<file path="src/rtl/ivpc_pkg.sv">
// ----------------------------------------------------------------------------
// Shared constants and types of the interrupt vector and priority control
// ----------------------------------------------------------------------------
package ivpc_pkg;

  // Source counts and widths
  localparam int NSRC = 45;          // Maskable sources, default priority 0..44
  localparam int FLAG_W = 48;        // Three 16-bit flag words
  localparam int WORD_W = 16;        // Register data width
  localparam int NWORD = 3;          // Words per flag group
  localparam int ADDR_W = 5;         // Register address width
  localparam int VEC_W = 20;         // Vector address width
  localparam int NPIN = 12;          // External interrupt pins
  localparam int SRC_W = 6;          // Width of a source index

  // Register addresses (word index)
  localparam logic [4:0] A_IF0 = 5'h00;   // Request flags, words 0..2
  localparam logic [4:0] A_MK0 = 5'h03;   // Mask flags, words 0..2
  localparam logic [4:0] A_PRL0 = 5'h06;  // Priority low bits, words 0..2
  localparam logic [4:0] A_PRH0 = 5'h09;  // Priority high bits, words 0..2
  localparam logic [4:0] A_EGP = 5'h0c;   // Rising enables, pins 0..11
  localparam logic [4:0] A_EGN = 5'h0d;   // Falling enables, pins 0..11
  localparam logic [4:0] A_PSW = 5'h0e;   // Program status word
  localparam logic [4:0] A_LOW_VOLTAGE_CONTROL_REG = 5'h0f;  // Low-voltage control register
  localparam logic [4:0] A_EVST = 5'h10;  // Event status, write one to clear
  localparam logic [4:0] A_EVMK = 5'h11;  // Event mask

  // Special source positions
  localparam logic [5:0] SRC_LVI = 6'h01;     // Low-voltage maskable request
  localparam logic [5:0] SRC_SER0 = 6'h0d;    // Shared serial 0 flag
  localparam logic [5:0] SRC_TM10 = 6'h28;    // Timer channel 10
  localparam logic [5:0] SRC_MULDIV = 6'h2c;  // Multiply/divide done
  localparam int PIN_SPLIT = 6;               // Pins below go low block
  localparam int PIN_LO_SRC = 2;              // Source of pin 0
  localparam int PIN_HI_SRC = 34;             // Source of pin 6

  // Vector table
  localparam logic [19:0] VEC_RESET = 20'h00000;
  localparam logic [19:0] VEC_BRK = 20'h0007e;
  localparam logic [19:0] VEC_TM10 = 20'h00056;
  localparam logic [19:0] VEC_MULDIV = 20'h0005e;
  localparam logic [5:0] VEC_GAP_SRC = 6'h1b;     // First source past hole
  localparam logic [19:0] VEC_OFS_LO = 20'h00004;
  localparam logic [19:0] VEC_OFS_HI = 20'h00006;

  // Fields and reset values
  localparam logic [7:0] OPC_ILLEGAL = 8'hff;
  localparam int PSW_IE = 7;
  localparam int PSW_IN_SERVICE_LEVEL_BIT1 = 2;
  localparam int PSW_IN_SERVICE_LEVEL_BIT0 = 1;
  localparam logic [7:0] PSW_RESET = 8'h06;
  localparam int LOW_VOLTAGE_CONTROL_REG_SEL = 1;
  localparam logic [47:0] FLAG_VALID = 48'h1fffffffffff;
  localparam logic [47:0] MK_RESET = 48'hffffffffffff;
  localparam logic [47:0] PR_RESET = 48'hffffffffffff;
  localparam logic [1:0] LVL_LOWEST = 2'h3;
  localparam int EV_ACK = 0;     // Maskable request acknowledged
  localparam int EV_BRK = 1;     // Software break taken
  localparam int EV_OVR = 2;     // Request arrived on a set flag
  localparam int EV_W = 3;

  // Register bus request
  typedef struct packed {
    logic wr;
    logic rd;
    logic [4:0] addr;
    logic [15:0] wdata;
  } ivpc_bus_req_t;

  // Reset causes
  typedef struct packed {
    logic powerOnClear;
    logic lowVoltageDetect;
    logic watchdogOverflow;
  } ivpc_rst_src_t;

endpackage : ivpc_pkg

</file>
<file path="src/rtl/ivpc_edge_sync.sv">
`timescale 1ns/100ps
`default_nettype none
// ----------------------------------------------------------------------------
// Pin synchroniser and edge detector
// ----------------------------------------------------------------------------
module ivpc_edge_sync #(
  parameter int W = 12
) (
  input wire logic clock,
  input wire logic resetn,
  input wire logic [W-1:0] pinIn,
  input wire logic [W-1:0] riseEn,
  input wire logic [W-1:0] fallEn,
  output logic [W-1:0] edgePulse
);

  logic [W-1:0] meta_ff;   // First stage, read only by the second
  logic [W-1:0] sync_ff;   // Second stage
  logic [W-1:0] last_ff;   // Previous synchronised level
  logic [W-1:0] nxt_meta;
  logic [W-1:0] nxt_sync;
  logic [W-1:0] nxt_last;

  // Next values: shift the pin through three stages
  always_comb begin
    nxt_meta = pinIn;
    nxt_sync = meta_ff;
    nxt_last = sync_ff;
  end

  // Register stages
  always_ff @(posedge clock or negedge resetn) begin
    if (!resetn) begin
      meta_ff <= '0;
      sync_ff <= '0;
      last_ff <= '0;
    end else begin
      meta_ff <= nxt_meta;
      sync_ff <= nxt_sync;
      last_ff <= nxt_last;
    end
  end

  // Both edges may be enabled at once
  assign edgePulse = (sync_ff & ~last_ff & riseEn)
                   | (~sync_ff & last_ff & fallEn);

endmodule : ivpc_edge_sync
`default_nettype wire

</file>
<file path="src/rtl/ivpc_top.sv">
// Contract
// - Simultaneous requests served by default priority 0..44
// - Timer channels 10-13 request 40-43, vectors 56H-5CH
// - Multiply/divide done: priority 44, vector 5EH
// - Software break is unmaskable, vector 7EH
// - Every reset cause uses vector 00000H
// - Low voltage resets only when select bit set
// - Opcode FFH executed causes reset
// - No illegal-opcode reset under debug emulation
// - Six register groups control interrupts
// - Per source request, mask, two priority bits
// - Serial 0 transmit and sync share flag 13
// - Pins 0-11 are edge-detected maskable requests
// - Rising edges enabled by own registers
// - Falling edges enabled by own registers
// - Acknowledge clears that source's request flag
// - Reset clears all request flags
//
// Chosen here: the register addresses and strobed register access.
`timescale 1ns/100ps
`default_nettype none
module ivpc_top (
  input wire logic clock,
  input wire logic resetn,
  input wire ivpc_pkg::ivpc_bus_req_t busReq,
  output logic [15:0] rdata,
  input wire logic [44:0] intReq,
  input wire logic timerCh10Irq,
  input wire logic timerCh11Irq,
  input wire logic timerCh12Irq,
  input wire logic timerCh13Irq,
  input wire logic muldivDoneIrq,
  input wire logic serial0TxDoneIrq,
  input wire logic serial0SyncDoneIrq,
  input wire logic [11:0] extPinIrq,
  input wire logic softwareBreakInstr,
  input wire logic instrValid,
  input wire logic [7:0] instrOpcode,
  input wire logic debugEmulation,
  input wire logic resetPinN,
  input wire ivpc_pkg::ivpc_rst_src_t rstSrc,
  input wire logic coreAck,
  output logic intRequest,
  output logic [19:0] intVector,
  output logic [1:0] intLevel,
  output logic resetRequest,
  output logic irq
);

  // --------------------------------------------------------------------------
  // Helper functions
  // --------------------------------------------------------------------------
  // Word select of a three-word register group
  function automatic logic isWord(input logic [4:0] a, input logic [4:0] base,
                                  input int w);
    return a == (base + 5'(w));
  endfunction : isWord

  // Vector of a maskable source; one hole in the table past source 26
  function automatic logic [19:0] srcVector(input logic [5:0] s);
    logic [19:0] v;
    v = {13'h0000, s, 1'b0};
    return v + ((s < ivpc_pkg::VEC_GAP_SRC) ? ivpc_pkg::VEC_OFS_LO
                                            : ivpc_pkg::VEC_OFS_HI);
  endfunction : srcVector

  // Source number of an external pin
  function automatic logic [5:0] pinSrc(input int n);
    return (n < ivpc_pkg::PIN_SPLIT) ? 6'(ivpc_pkg::PIN_LO_SRC + n)
                          : 6'(ivpc_pkg::PIN_HI_SRC + n - ivpc_pkg::PIN_SPLIT);
  endfunction : pinSrc

  // --------------------------------------------------------------------------
  // State
  // --------------------------------------------------------------------------
  logic [47:0] ifFlags_ff, nxt_ifFlags;   // Request flags
  logic [47:0] mask_ff, nxt_mask;         // Mask flags
  logic [47:0] prLow_ff, nxt_prLow;       // Priority low bits
  logic [47:0] prHigh_ff, nxt_prHigh;     // Priority high bits
  logic [15:0] riseEn_ff, nxt_riseEn;     // Rising enables
  logic [15:0] fallEn_ff, nxt_fallEn;     // Falling enables
  logic [7:0] psw_ff, nxt_psw;            // Status word
  logic [7:0] lvCtrl_ff, nxt_lvCtrl;      // Low-voltage control
  logic [2:0] evStat_ff, nxt_evStat;      // Sticky events
  logic [2:0] evMask_ff, nxt_evMask;      // Event enables
  logic brkPend_ff, nxt_brkPend;          // Software break waiting
  logic selValid_ff, nxt_selValid;        // Maskable request offered
  logic [5:0] selSrc_ff, nxt_selSrc;      // Offered source
  logic [1:0] level_ff, nxt_level;        // Offered level
  logic [19:0] vector_ff, nxt_vector;     // Offered vector
  logic resetReq_ff, nxt_resetReq;        // Reset request
  logic [15:0] rdata_ff, nxt_rdata;       // Read data
  logic rstMeta_ff, rstSync_ff;           // Reset pin synchroniser

  logic [47:0] hwSet;                     // Hardware request pulses
  logic [11:0] pinEdge;                   // Detected pin edges
  logic ackMaskable;                      // Core takes a maskable request
  logic ackBrk;                           // Core takes the break
  logic otherCause;                       // Reset causes but opcode
  logic illegalOp;                        // Opcode FFH seen
  logic [1:0] ispNext;                    // Level allowed after this edge
  logic [1:0] lvl;                        // Loop scratch
  logic found;                            // Loop scratch

  // --------------------------------------------------------------------------
  // Pin edge detection
  // --------------------------------------------------------------------------
  ivpc_edge_sync #(.W(ivpc_pkg::NPIN)) u_pins (
    .clock(clock),
    .resetn(resetn),
    .pinIn(extPinIrq),
    .riseEn(riseEn_ff[11:0]),
    .fallEn(fallEn_ff[11:0]),
    .edgePulse(pinEdge)
  );

  // --------------------------------------------------------------------------
  // Request sources
  // --------------------------------------------------------------------------
  // Gather pulses into source positions
  always_comb begin
    hwSet = '0;
    hwSet[ivpc_pkg::NSRC-1:0] = intReq;
    for (int n = 0; n < ivpc_pkg::NPIN; n++) begin
      hwSet[pinSrc(n)] = pinEdge[n];
    end
    hwSet[ivpc_pkg::SRC_SER0] = serial0TxDoneIrq
                              | serial0SyncDoneIrq;
    hwSet[ivpc_pkg::SRC_TM10] = timerCh10Irq;
    hwSet[ivpc_pkg::SRC_TM10 + 6'h01] = timerCh11Irq;
    hwSet[ivpc_pkg::SRC_TM10 + 6'h02] = timerCh12Irq;
    hwSet[ivpc_pkg::SRC_TM10 + 6'h03] = timerCh13Irq;
    hwSet[ivpc_pkg::SRC_MULDIV] = muldivDoneIrq;
    // Low voltage is a maskable request unless it resets
    hwSet[ivpc_pkg::SRC_LVI] = rstSrc.lowVoltageDetect
                             & ~lvCtrl_ff[ivpc_pkg::LOW_VOLTAGE_CONTROL_REG_SEL];
  end

  // --------------------------------------------------------------------------
  // Reset causes
  // --------------------------------------------------------------------------
  // Opcode check is blocked under emulation
  always_comb begin
    illegalOp = instrValid && (instrOpcode == ivpc_pkg::OPC_ILLEGAL)
                && !debugEmulation;
    otherCause = !rstSync_ff | rstSrc.powerOnClear | rstSrc.watchdogOverflow
               | (rstSrc.lowVoltageDetect
                  & lvCtrl_ff[ivpc_pkg::LOW_VOLTAGE_CONTROL_REG_SEL]);
    nxt_resetReq = otherCause | illegalOp;
  end

  // --------------------------------------------------------------------------
  // Register and flag updates
  // --------------------------------------------------------------------------
  assign ackMaskable = coreAck && intRequest && selValid_ff && !brkPend_ff;
  assign ackBrk = coreAck && intRequest && brkPend_ff;

  // Software writes, then acknowledge, then hardware sets win
  always_comb begin
    nxt_ifFlags = ifFlags_ff;
    nxt_mask = mask_ff;
    nxt_prLow = prLow_ff;
    nxt_prHigh = prHigh_ff;
    nxt_riseEn = riseEn_ff;
    nxt_fallEn = fallEn_ff;
    nxt_psw = psw_ff;
    nxt_lvCtrl = lvCtrl_ff;
    nxt_evMask = evMask_ff;
    nxt_evStat = evStat_ff;
    nxt_brkPend = brkPend_ff;
    // Four three-word register groups
    for (int w = 0; w < ivpc_pkg::NWORD; w++) begin
      if (busReq.wr && isWord(busReq.addr, ivpc_pkg::A_IF0, w)) begin
        nxt_ifFlags[w*16 +: 16] = busReq.wdata;
      end
      if (busReq.wr && isWord(busReq.addr, ivpc_pkg::A_MK0, w)) begin
        nxt_mask[w*16 +: 16] = busReq.wdata;
      end
      if (busReq.wr && isWord(busReq.addr, ivpc_pkg::A_PRL0, w)) begin
        nxt_prLow[w*16 +: 16] = busReq.wdata;
      end
      if (busReq.wr && isWord(busReq.addr, ivpc_pkg::A_PRH0, w)) begin
        nxt_prHigh[w*16 +: 16] = busReq.wdata;
      end
    end
    if (busReq.wr) begin
      unique case (busReq.addr)
        ivpc_pkg::A_EGP: nxt_riseEn = busReq.wdata;
        ivpc_pkg::A_EGN: nxt_fallEn = busReq.wdata;
        ivpc_pkg::A_PSW: nxt_psw = busReq.wdata[7:0];
        ivpc_pkg::A_LOW_VOLTAGE_CONTROL_REG: nxt_lvCtrl = busReq.wdata[7:0];
        ivpc_pkg::A_EVMK: nxt_evMask = busReq.wdata[2:0];
        ivpc_pkg::A_EVST: nxt_evStat = evStat_ff & ~busReq.wdata[2:0];
        default: ;
      endcase
    end
    // Acknowledge: clear flag, raise in-service level, block nesting
    if (ackMaskable) begin
      nxt_ifFlags[selSrc_ff] = 1'b0;
      nxt_psw[ivpc_pkg::PSW_IE] = 1'b0;
      nxt_psw[ivpc_pkg::PSW_IN_SERVICE_LEVEL_BIT1] = level_ff[1];
      nxt_psw[ivpc_pkg::PSW_IN_SERVICE_LEVEL_BIT0] = level_ff[0];
    end
    if (ackBrk) begin
      nxt_brkPend = 1'b0;
      nxt_psw[ivpc_pkg::PSW_IE] = 1'b0;
    end
    // Hardware sets override any clear in the same cycle
    nxt_ifFlags = (nxt_ifFlags | hwSet) & ivpc_pkg::FLAG_VALID;
    nxt_brkPend = nxt_brkPend | softwareBreakInstr;
    nxt_evStat[ivpc_pkg::EV_ACK] = nxt_evStat[ivpc_pkg::EV_ACK] | ackMaskable;
    nxt_evStat[ivpc_pkg::EV_BRK] = nxt_evStat[ivpc_pkg::EV_BRK] | ackBrk;
    nxt_evStat[ivpc_pkg::EV_OVR] = nxt_evStat[ivpc_pkg::EV_OVR]
                                 | (|(hwSet & ifFlags_ff));
  end

  // --------------------------------------------------------------------------
  // Arbitration on the values of the coming cycle
  // --------------------------------------------------------------------------
  // Scan from 44 down so the lower number wins a tie
  always_comb begin
    ispNext = {nxt_psw[ivpc_pkg::PSW_IN_SERVICE_LEVEL_BIT1], nxt_psw[ivpc_pkg::PSW_IN_SERVICE_LEVEL_BIT0]};
    found = 1'b0;
    lvl = ivpc_pkg::LVL_LOWEST;
    nxt_selSrc = '0;
    nxt_level = ivpc_pkg::LVL_LOWEST;
    for (int i = ivpc_pkg::NSRC - 1; i >= 0; i--) begin
      lvl = {nxt_prHigh[i], nxt_prLow[i]};
      if (nxt_ifFlags[i] && !nxt_mask[i] && (lvl <= ispNext)
          && (!found || (lvl <= nxt_level))) begin
        found = 1'b1;
        nxt_selSrc = 6'(i);
        nxt_level = lvl;
      end
    end
    nxt_selValid = found && nxt_psw[ivpc_pkg::PSW_IE];
    // Reset, then break, then the maskable winner
    if (nxt_resetReq) begin
      nxt_vector = ivpc_pkg::VEC_RESET;
    end else if (nxt_brkPend) begin
      nxt_vector = ivpc_pkg::VEC_BRK;
    end else begin
      nxt_vector = srcVector(nxt_selSrc);
    end
  end

  // --------------------------------------------------------------------------
  // Read data, one cycle after the strobe
  // --------------------------------------------------------------------------
  always_comb begin
    nxt_rdata = '0;
    if (busReq.rd) begin
      for (int w = 0; w < ivpc_pkg::NWORD; w++) begin
        if (isWord(busReq.addr, ivpc_pkg::A_IF0, w)) begin
          nxt_rdata = ifFlags_ff[w*16 +: 16];
        end
        if (isWord(busReq.addr, ivpc_pkg::A_MK0, w)) begin
          nxt_rdata = mask_ff[w*16 +: 16];
        end
        if (isWord(busReq.addr, ivpc_pkg::A_PRL0, w)) begin
          nxt_rdata = prLow_ff[w*16 +: 16];
        end
        if (isWord(busReq.addr, ivpc_pkg::A_PRH0, w)) begin
          nxt_rdata = prHigh_ff[w*16 +: 16];
        end
      end
      unique case (busReq.addr)
        ivpc_pkg::A_EGP: nxt_rdata = riseEn_ff;
        ivpc_pkg::A_EGN: nxt_rdata = fallEn_ff;
        ivpc_pkg::A_PSW: nxt_rdata = {8'h00, psw_ff};
        ivpc_pkg::A_LOW_VOLTAGE_CONTROL_REG: nxt_rdata = {8'h00, lvCtrl_ff};
        ivpc_pkg::A_EVST: nxt_rdata = {13'h0000, evStat_ff};
        ivpc_pkg::A_EVMK: nxt_rdata = {13'h0000, evMask_ff};
        default: ;
      endcase
    end
  end

  // --------------------------------------------------------------------------
  // Registers
  // --------------------------------------------------------------------------
  // Reset on resetn returns the block to its idle state; reset causes only raise resetRequest
  always_ff @(posedge clock or negedge resetn) begin
    if (!resetn) begin
      ifFlags_ff <= '0;
      mask_ff <= ivpc_pkg::MK_RESET;
      prLow_ff <= ivpc_pkg::PR_RESET;
      prHigh_ff <= ivpc_pkg::PR_RESET;
      riseEn_ff <= '0;
      fallEn_ff <= '0;
      psw_ff <= ivpc_pkg::PSW_RESET;
      lvCtrl_ff <= '0;
      evStat_ff <= '0;
      evMask_ff <= '0;
      brkPend_ff <= 1'b0;
      selValid_ff <= 1'b0;
      selSrc_ff <= '0;
      level_ff <= ivpc_pkg::LVL_LOWEST;
      vector_ff <= ivpc_pkg::VEC_RESET;
      resetReq_ff <= 1'b0;
      rdata_ff <= '0;
      rstMeta_ff <= 1'b1;
      rstSync_ff <= 1'b1;
    end else begin
      ifFlags_ff <= nxt_ifFlags;
      mask_ff <= nxt_mask;
      prLow_ff <= nxt_prLow;
      prHigh_ff <= nxt_prHigh;
      riseEn_ff <= nxt_riseEn;
      fallEn_ff <= nxt_fallEn;
      psw_ff <= nxt_psw;
      lvCtrl_ff <= nxt_lvCtrl;
      evStat_ff <= nxt_evStat;
      evMask_ff <= nxt_evMask;
      brkPend_ff <= nxt_brkPend;
      selValid_ff <= nxt_selValid;
      selSrc_ff <= nxt_selSrc;
      level_ff <= nxt_level;
      vector_ff <= nxt_vector;
      resetReq_ff <= nxt_resetReq;
      rdata_ff <= nxt_rdata;
      rstMeta_ff <= resetPinN;
      rstSync_ff <= rstMeta_ff;
    end
  end

  // Outputs
  assign intRequest = (selValid_ff | brkPend_ff) & ~resetReq_ff;
  assign intVector = vector_ff;
  assign intLevel = level_ff;
  assign resetRequest = resetReq_ff;
  assign rdata = rdata_ff;
  assign irq = |(evStat_ff & evMask_ff);
endmodule : ivpc_top
`default_nettype wire

</file>
<file path="config.mk">
export PLATFORM = sky130hd
export DESIGN_NAME = ivpc_top
export DESIGN_NICKNAME = d
export VERILOG_FILES = /design/src/rtl/ivpc_pkg.sv /design/src/rtl/ivpc_edge_sync.sv /design/src/rtl/ivpc_top.sv
export SDC_FILE = /design/constraint.sdc
export NUM_CORES = 1
export LEC_CHECK = 0
export ABC_AREA = 1
export BUFFER_PORTS_ARGS = -buffer_cell sky130_fd_sc_hd__buf_4
export CORE_ASPECT_RATIO = 0.8
export CORE_MARGIN = 5
export CORE_UTILIZATION = 55
export DETAILED_ROUTE_END_ITERATION = 8
export PLACE_DENSITY = 0.71
export SLEW_MARGIN = 25
export SYNTH_ARGS = -nofsm -noshare
export SYNTH_HDL_FRONTEND = slang
export SYNTH_SLANG_ARGS = --single-unit
</file>
<file path="constraint.sdc">
create_clock -name clock -period 87.3 [get_ports clock]
set_clock_uncertainty 0.05 [all_clocks]
set_input_delay 13.095 -clock clock [delete_from_list [all_inputs] [get_ports clock]]
set_output_delay 13.095 -clock clock [all_outputs]
set_load 0.01 [all_outputs]
</file>
==> run_results.csv <==
group,metric,value,unit
route,detail_route.wl_per_cell,20.98,µm
critical_path,crit_buf_inv,44,
clock_tree,clock-root-buffer,"clkbuf_16",
finish,fin_area,23430,µm²
route,dr.pass1.iters,6,
critical_path,critPathArrivalTime,63.49,ns
critical_path,rr_endpoint,"intVector[5]",
route,drc,0,
grt,grt_pass1_wl,107600,µm
placed_design,dp_hpwl,52040,µm
placed_design,place_congestion,1.014,
critical_path,reg2reg_from,"brkPend_ff",
critical_path,worst_path_max_delay_cell,"nor2_1",
finish,mostFrequentLayoutCell,"nand2_1",
finish,nNetsFinal,3109,
outcome,outcome,"finished clean",
sta,finalHoldViolCount,0,
sta,finalCritPeriodShare,0.7229,
clock_tree,post-cts-setup-buffers,0,
grt,grt_overflow,0,
yosys,synth_top_area_frac,0.1981,
critical_path,crit_path_frequent_cell,"nand2_1",
grt,grt_max_degree,123,
yosys,synthTopCellsByArea,"dfrtp_1 (20%), dfstp_2 (19%), nand2_1 (12%), ha_1 (11%), inv_1 (6.9%)",
run,drv_cap,0,
finish,nFillCells,3278,
finish,area_growth_syn_to_layout,12.43,%
floorplanning,start_util,0.5601,
critical_path,worst_setup_path_start_kind,"input pin",
floorplanning,core,37210,µm²
clock_tree,clock_latency,0.55,ns
critical_path,crit_path_end_kind,"register",
floorplanning,boundaryPins,146,
worst_hold_path,min_path_type,"reg2reg",
yosys,synth_edf_count,0,
critical_path,regToRegSetupSlack,37.41,ns
critical_path,crit_cells,356,
sta,final-max-slew-violation-count,0,
critical_path,critPathCapture,"intVector[5]",
placed_design,postPlaceCellArea,22210,µm²
yosys,synth_area,20840,µm²
critical_path,cp.required,87.68,ns
finish,seq_area,8070,µm²
route,wl,70050,µm
grt,grt_pass1_vias,18990,
yosys,synthArstFlopShare,1.000,
yosys,avgSynthCellArea,7.662,µm²
sta,grt_setup_unrepaired,"false",
finish,multi_input_area,10930,µm²
route,first_iter_violations,2380,
clock_tree,cts.sinks,315,
yosys,synth_cells,2720,
yosys,synth_cell_types,59,
finish,final_cell_mix,"nand2_1 (676), inv_1 (383), o21ai_0 (253), ha_1 (181), dfrtp_1 (165)",
critical_path,critical-path-top-delay-family,"simple AND/OR/NAND/NOR gates",
critical_path,reg2reg_depth,350,
floorplanning,dieHeight,184.1,µm
clock_tree,clkTransAtPathRegs,0.06,ns
sta,fin_crit,63.11,ns
critical_path,crit_type,"in2reg",
grt,grt_antenna_before_repair,1,
yosys,synth-seq-cells,315,
route,via_per_inst,5.942,
clock_tree,cts_tree,"yes",
route,antenna_left,0,
yosys,yosys.area.top_type,"dfrtp_1",
yosys,synth_seq_area_share,0.3872,
clock_tree,hold_buffers,0,
critical_path,cp_max_fo,16,
sta,finalSetupViolCount,0,
sta,tns,0,ns
sta,max-slew-margin-rel,0.3104,
clock_tree,cts-htree-levels,2,
clock_tree,clk_path_buf_depth,3,
grt,grtUsageTotal,0.3307,
floorplanning,die_w,227.6,µm
clock_tree,cts_buffers,36,
placed_design,port_buffers,113,
route,via_count,19840,
critical_path,cp-startpoint,"busReq[20]",
floorplanning,rows,63,
finish,drive_above_1_share,0.1599,
sta,fmax,0.01585,GHz
floorplanning,dieArea,41910,µm²
critical_path,critPathMaxStageDelay,0.58,ns
clock_tree,cts-resized-gates,0,
yosys,synth_ff_type,"dfrtp_1",
sta,tightest_slew,1.032,ns
yosys,ys_warn_count,0,
layout make-up:
| type | instances | area share |
|---|---|---|
| inverter | 402 | 0.06456 |
| clock inverter | 13 | 0.006782 |
| multi-input combinational | 1925 | 0.4664 |
| clock buffer | 53 | 0.04416 |
| timing repair buffer | 143 | 0.04753 |
| sequential | 315 | 0.3444 |
| antenna | 1 | 0.0001068 |
| tap | 487 | 0.02601 |
worst reg2reg max path: cells and delay by family (launching register included):
kind | cells | cell delay, ns
buffers and inverters | 41 | 4.60
AO/OA/AOI/OAI | 98 | 11.94
flip-flops | 1 | 0.41
AND/OR/NAND/NOR | 164 | 20.31
adder cells (fa/ha/maj) | 47 | 12.45
sequential cells by signal (all words and copies together) (netlist names), 3 cells and up:
register and flops:
lvCtrl_ff 8, rdata 16, mask_ff 48, evStat_ff 3, intVector 7, u_pins.last_ff 12, riseEn_ff 16, evMask_ff 3
u_pins.nxt_last 12, ifFlags_ff 45, prHigh_ff 48, fallEn_ff 16, prLow_ff 48, u_pins.meta_ff 12, psw_ff 8, selSrc_ff 6
per-layer routing:
layer | global-route usage | wire (µm) | vias to the layer above
met1 | 0.4607 | 29090 | 9309
met3 | 0.07086 | 7622 | 203
met4 | 0.1334 | 3271 | 2
li1 | - | - | 9246
met2 | 0.5052 | 30050 | 1082
met5 | 0 | 7 | -
kinds of logic after synthesis:
logic type / Yosys count / share of synthesized area
XOR/XNOR: 1 / 0.0004203
AO/OA/AOI/OAI: 601 / 0.1723
buffers and inverters: 493 / 0.09204
adder cells (fa/ha/maj): 181 / 0.1087
other: 1 / 0.0001799
flip-flops: 315 / 0.3872
AND/OR/NAND/NOR: 1128 / 0.2391
synthesized netlist by cell type, drive strengths merged (4+ instances only):
library cell / count
ha: 181
nor3: 16
buf: 20
dfrtp: 165
o21ai: 267
a221oi: 40
nand4: 19
dfstp: 150
o22ai: 8
a21oi: 150
o221ai: 34
o211ai: 13
nand3: 152
a2bb2oi: 29
and2: 41
or2: 20
a22o: 4
nor3b: 17
inv: 399
o21bai: 4
nor2: 153
nand2: 702
a31oi: 24
nor4: 6
a22oi: 7
clkbuf: 71
per-stage QoR:
step | hold WS (ns) | cells | worst slack [ns] | util
finish | 0.2908 | 3339 | 24.19 | 0.6297
global route | 0.3059 | 3338 | 18.97 | 0.6297
CTS | 0.2886 | 3337 | 24.79 | 0.6289
detailed placement | 0.2847 | 3271 | 24.53 | 0.5969
global placement | 0.2882 | 3271 | 26.01 | 0.5967
floorplan | 0.2812 | 2733 | 27.66 | -
worst min-delay path by stage:
stage / startpoint / slack [ns] / cells after the start / end
after global placement: u_pins.meta_ff[3] / 0.29 / 0 / u_pins.nxt_last[3]
final: u_pins.meta_ff[8] / 0.29 / 0 / u_pins.nxt_last[8]
after detailed placement: u_pins.meta_ff[9] / 0.28 / 0 / u_pins.nxt_last[9]
after CTS: u_pins.meta_ff[8] / 0.29 / 0 / u_pins.nxt_last[8]
after floorplan: u_pins.meta_ff[0] / 0.28 / 0 / u_pins.nxt_last[0]
after global routing: u_pins.meta_ff[8] / 0.31 / 0 / u_pins.nxt_last[8]
Power is left out: the tool's default activity adds up to more than one toggle a clock period on the data nets, which glitch-free logic cannot reach.
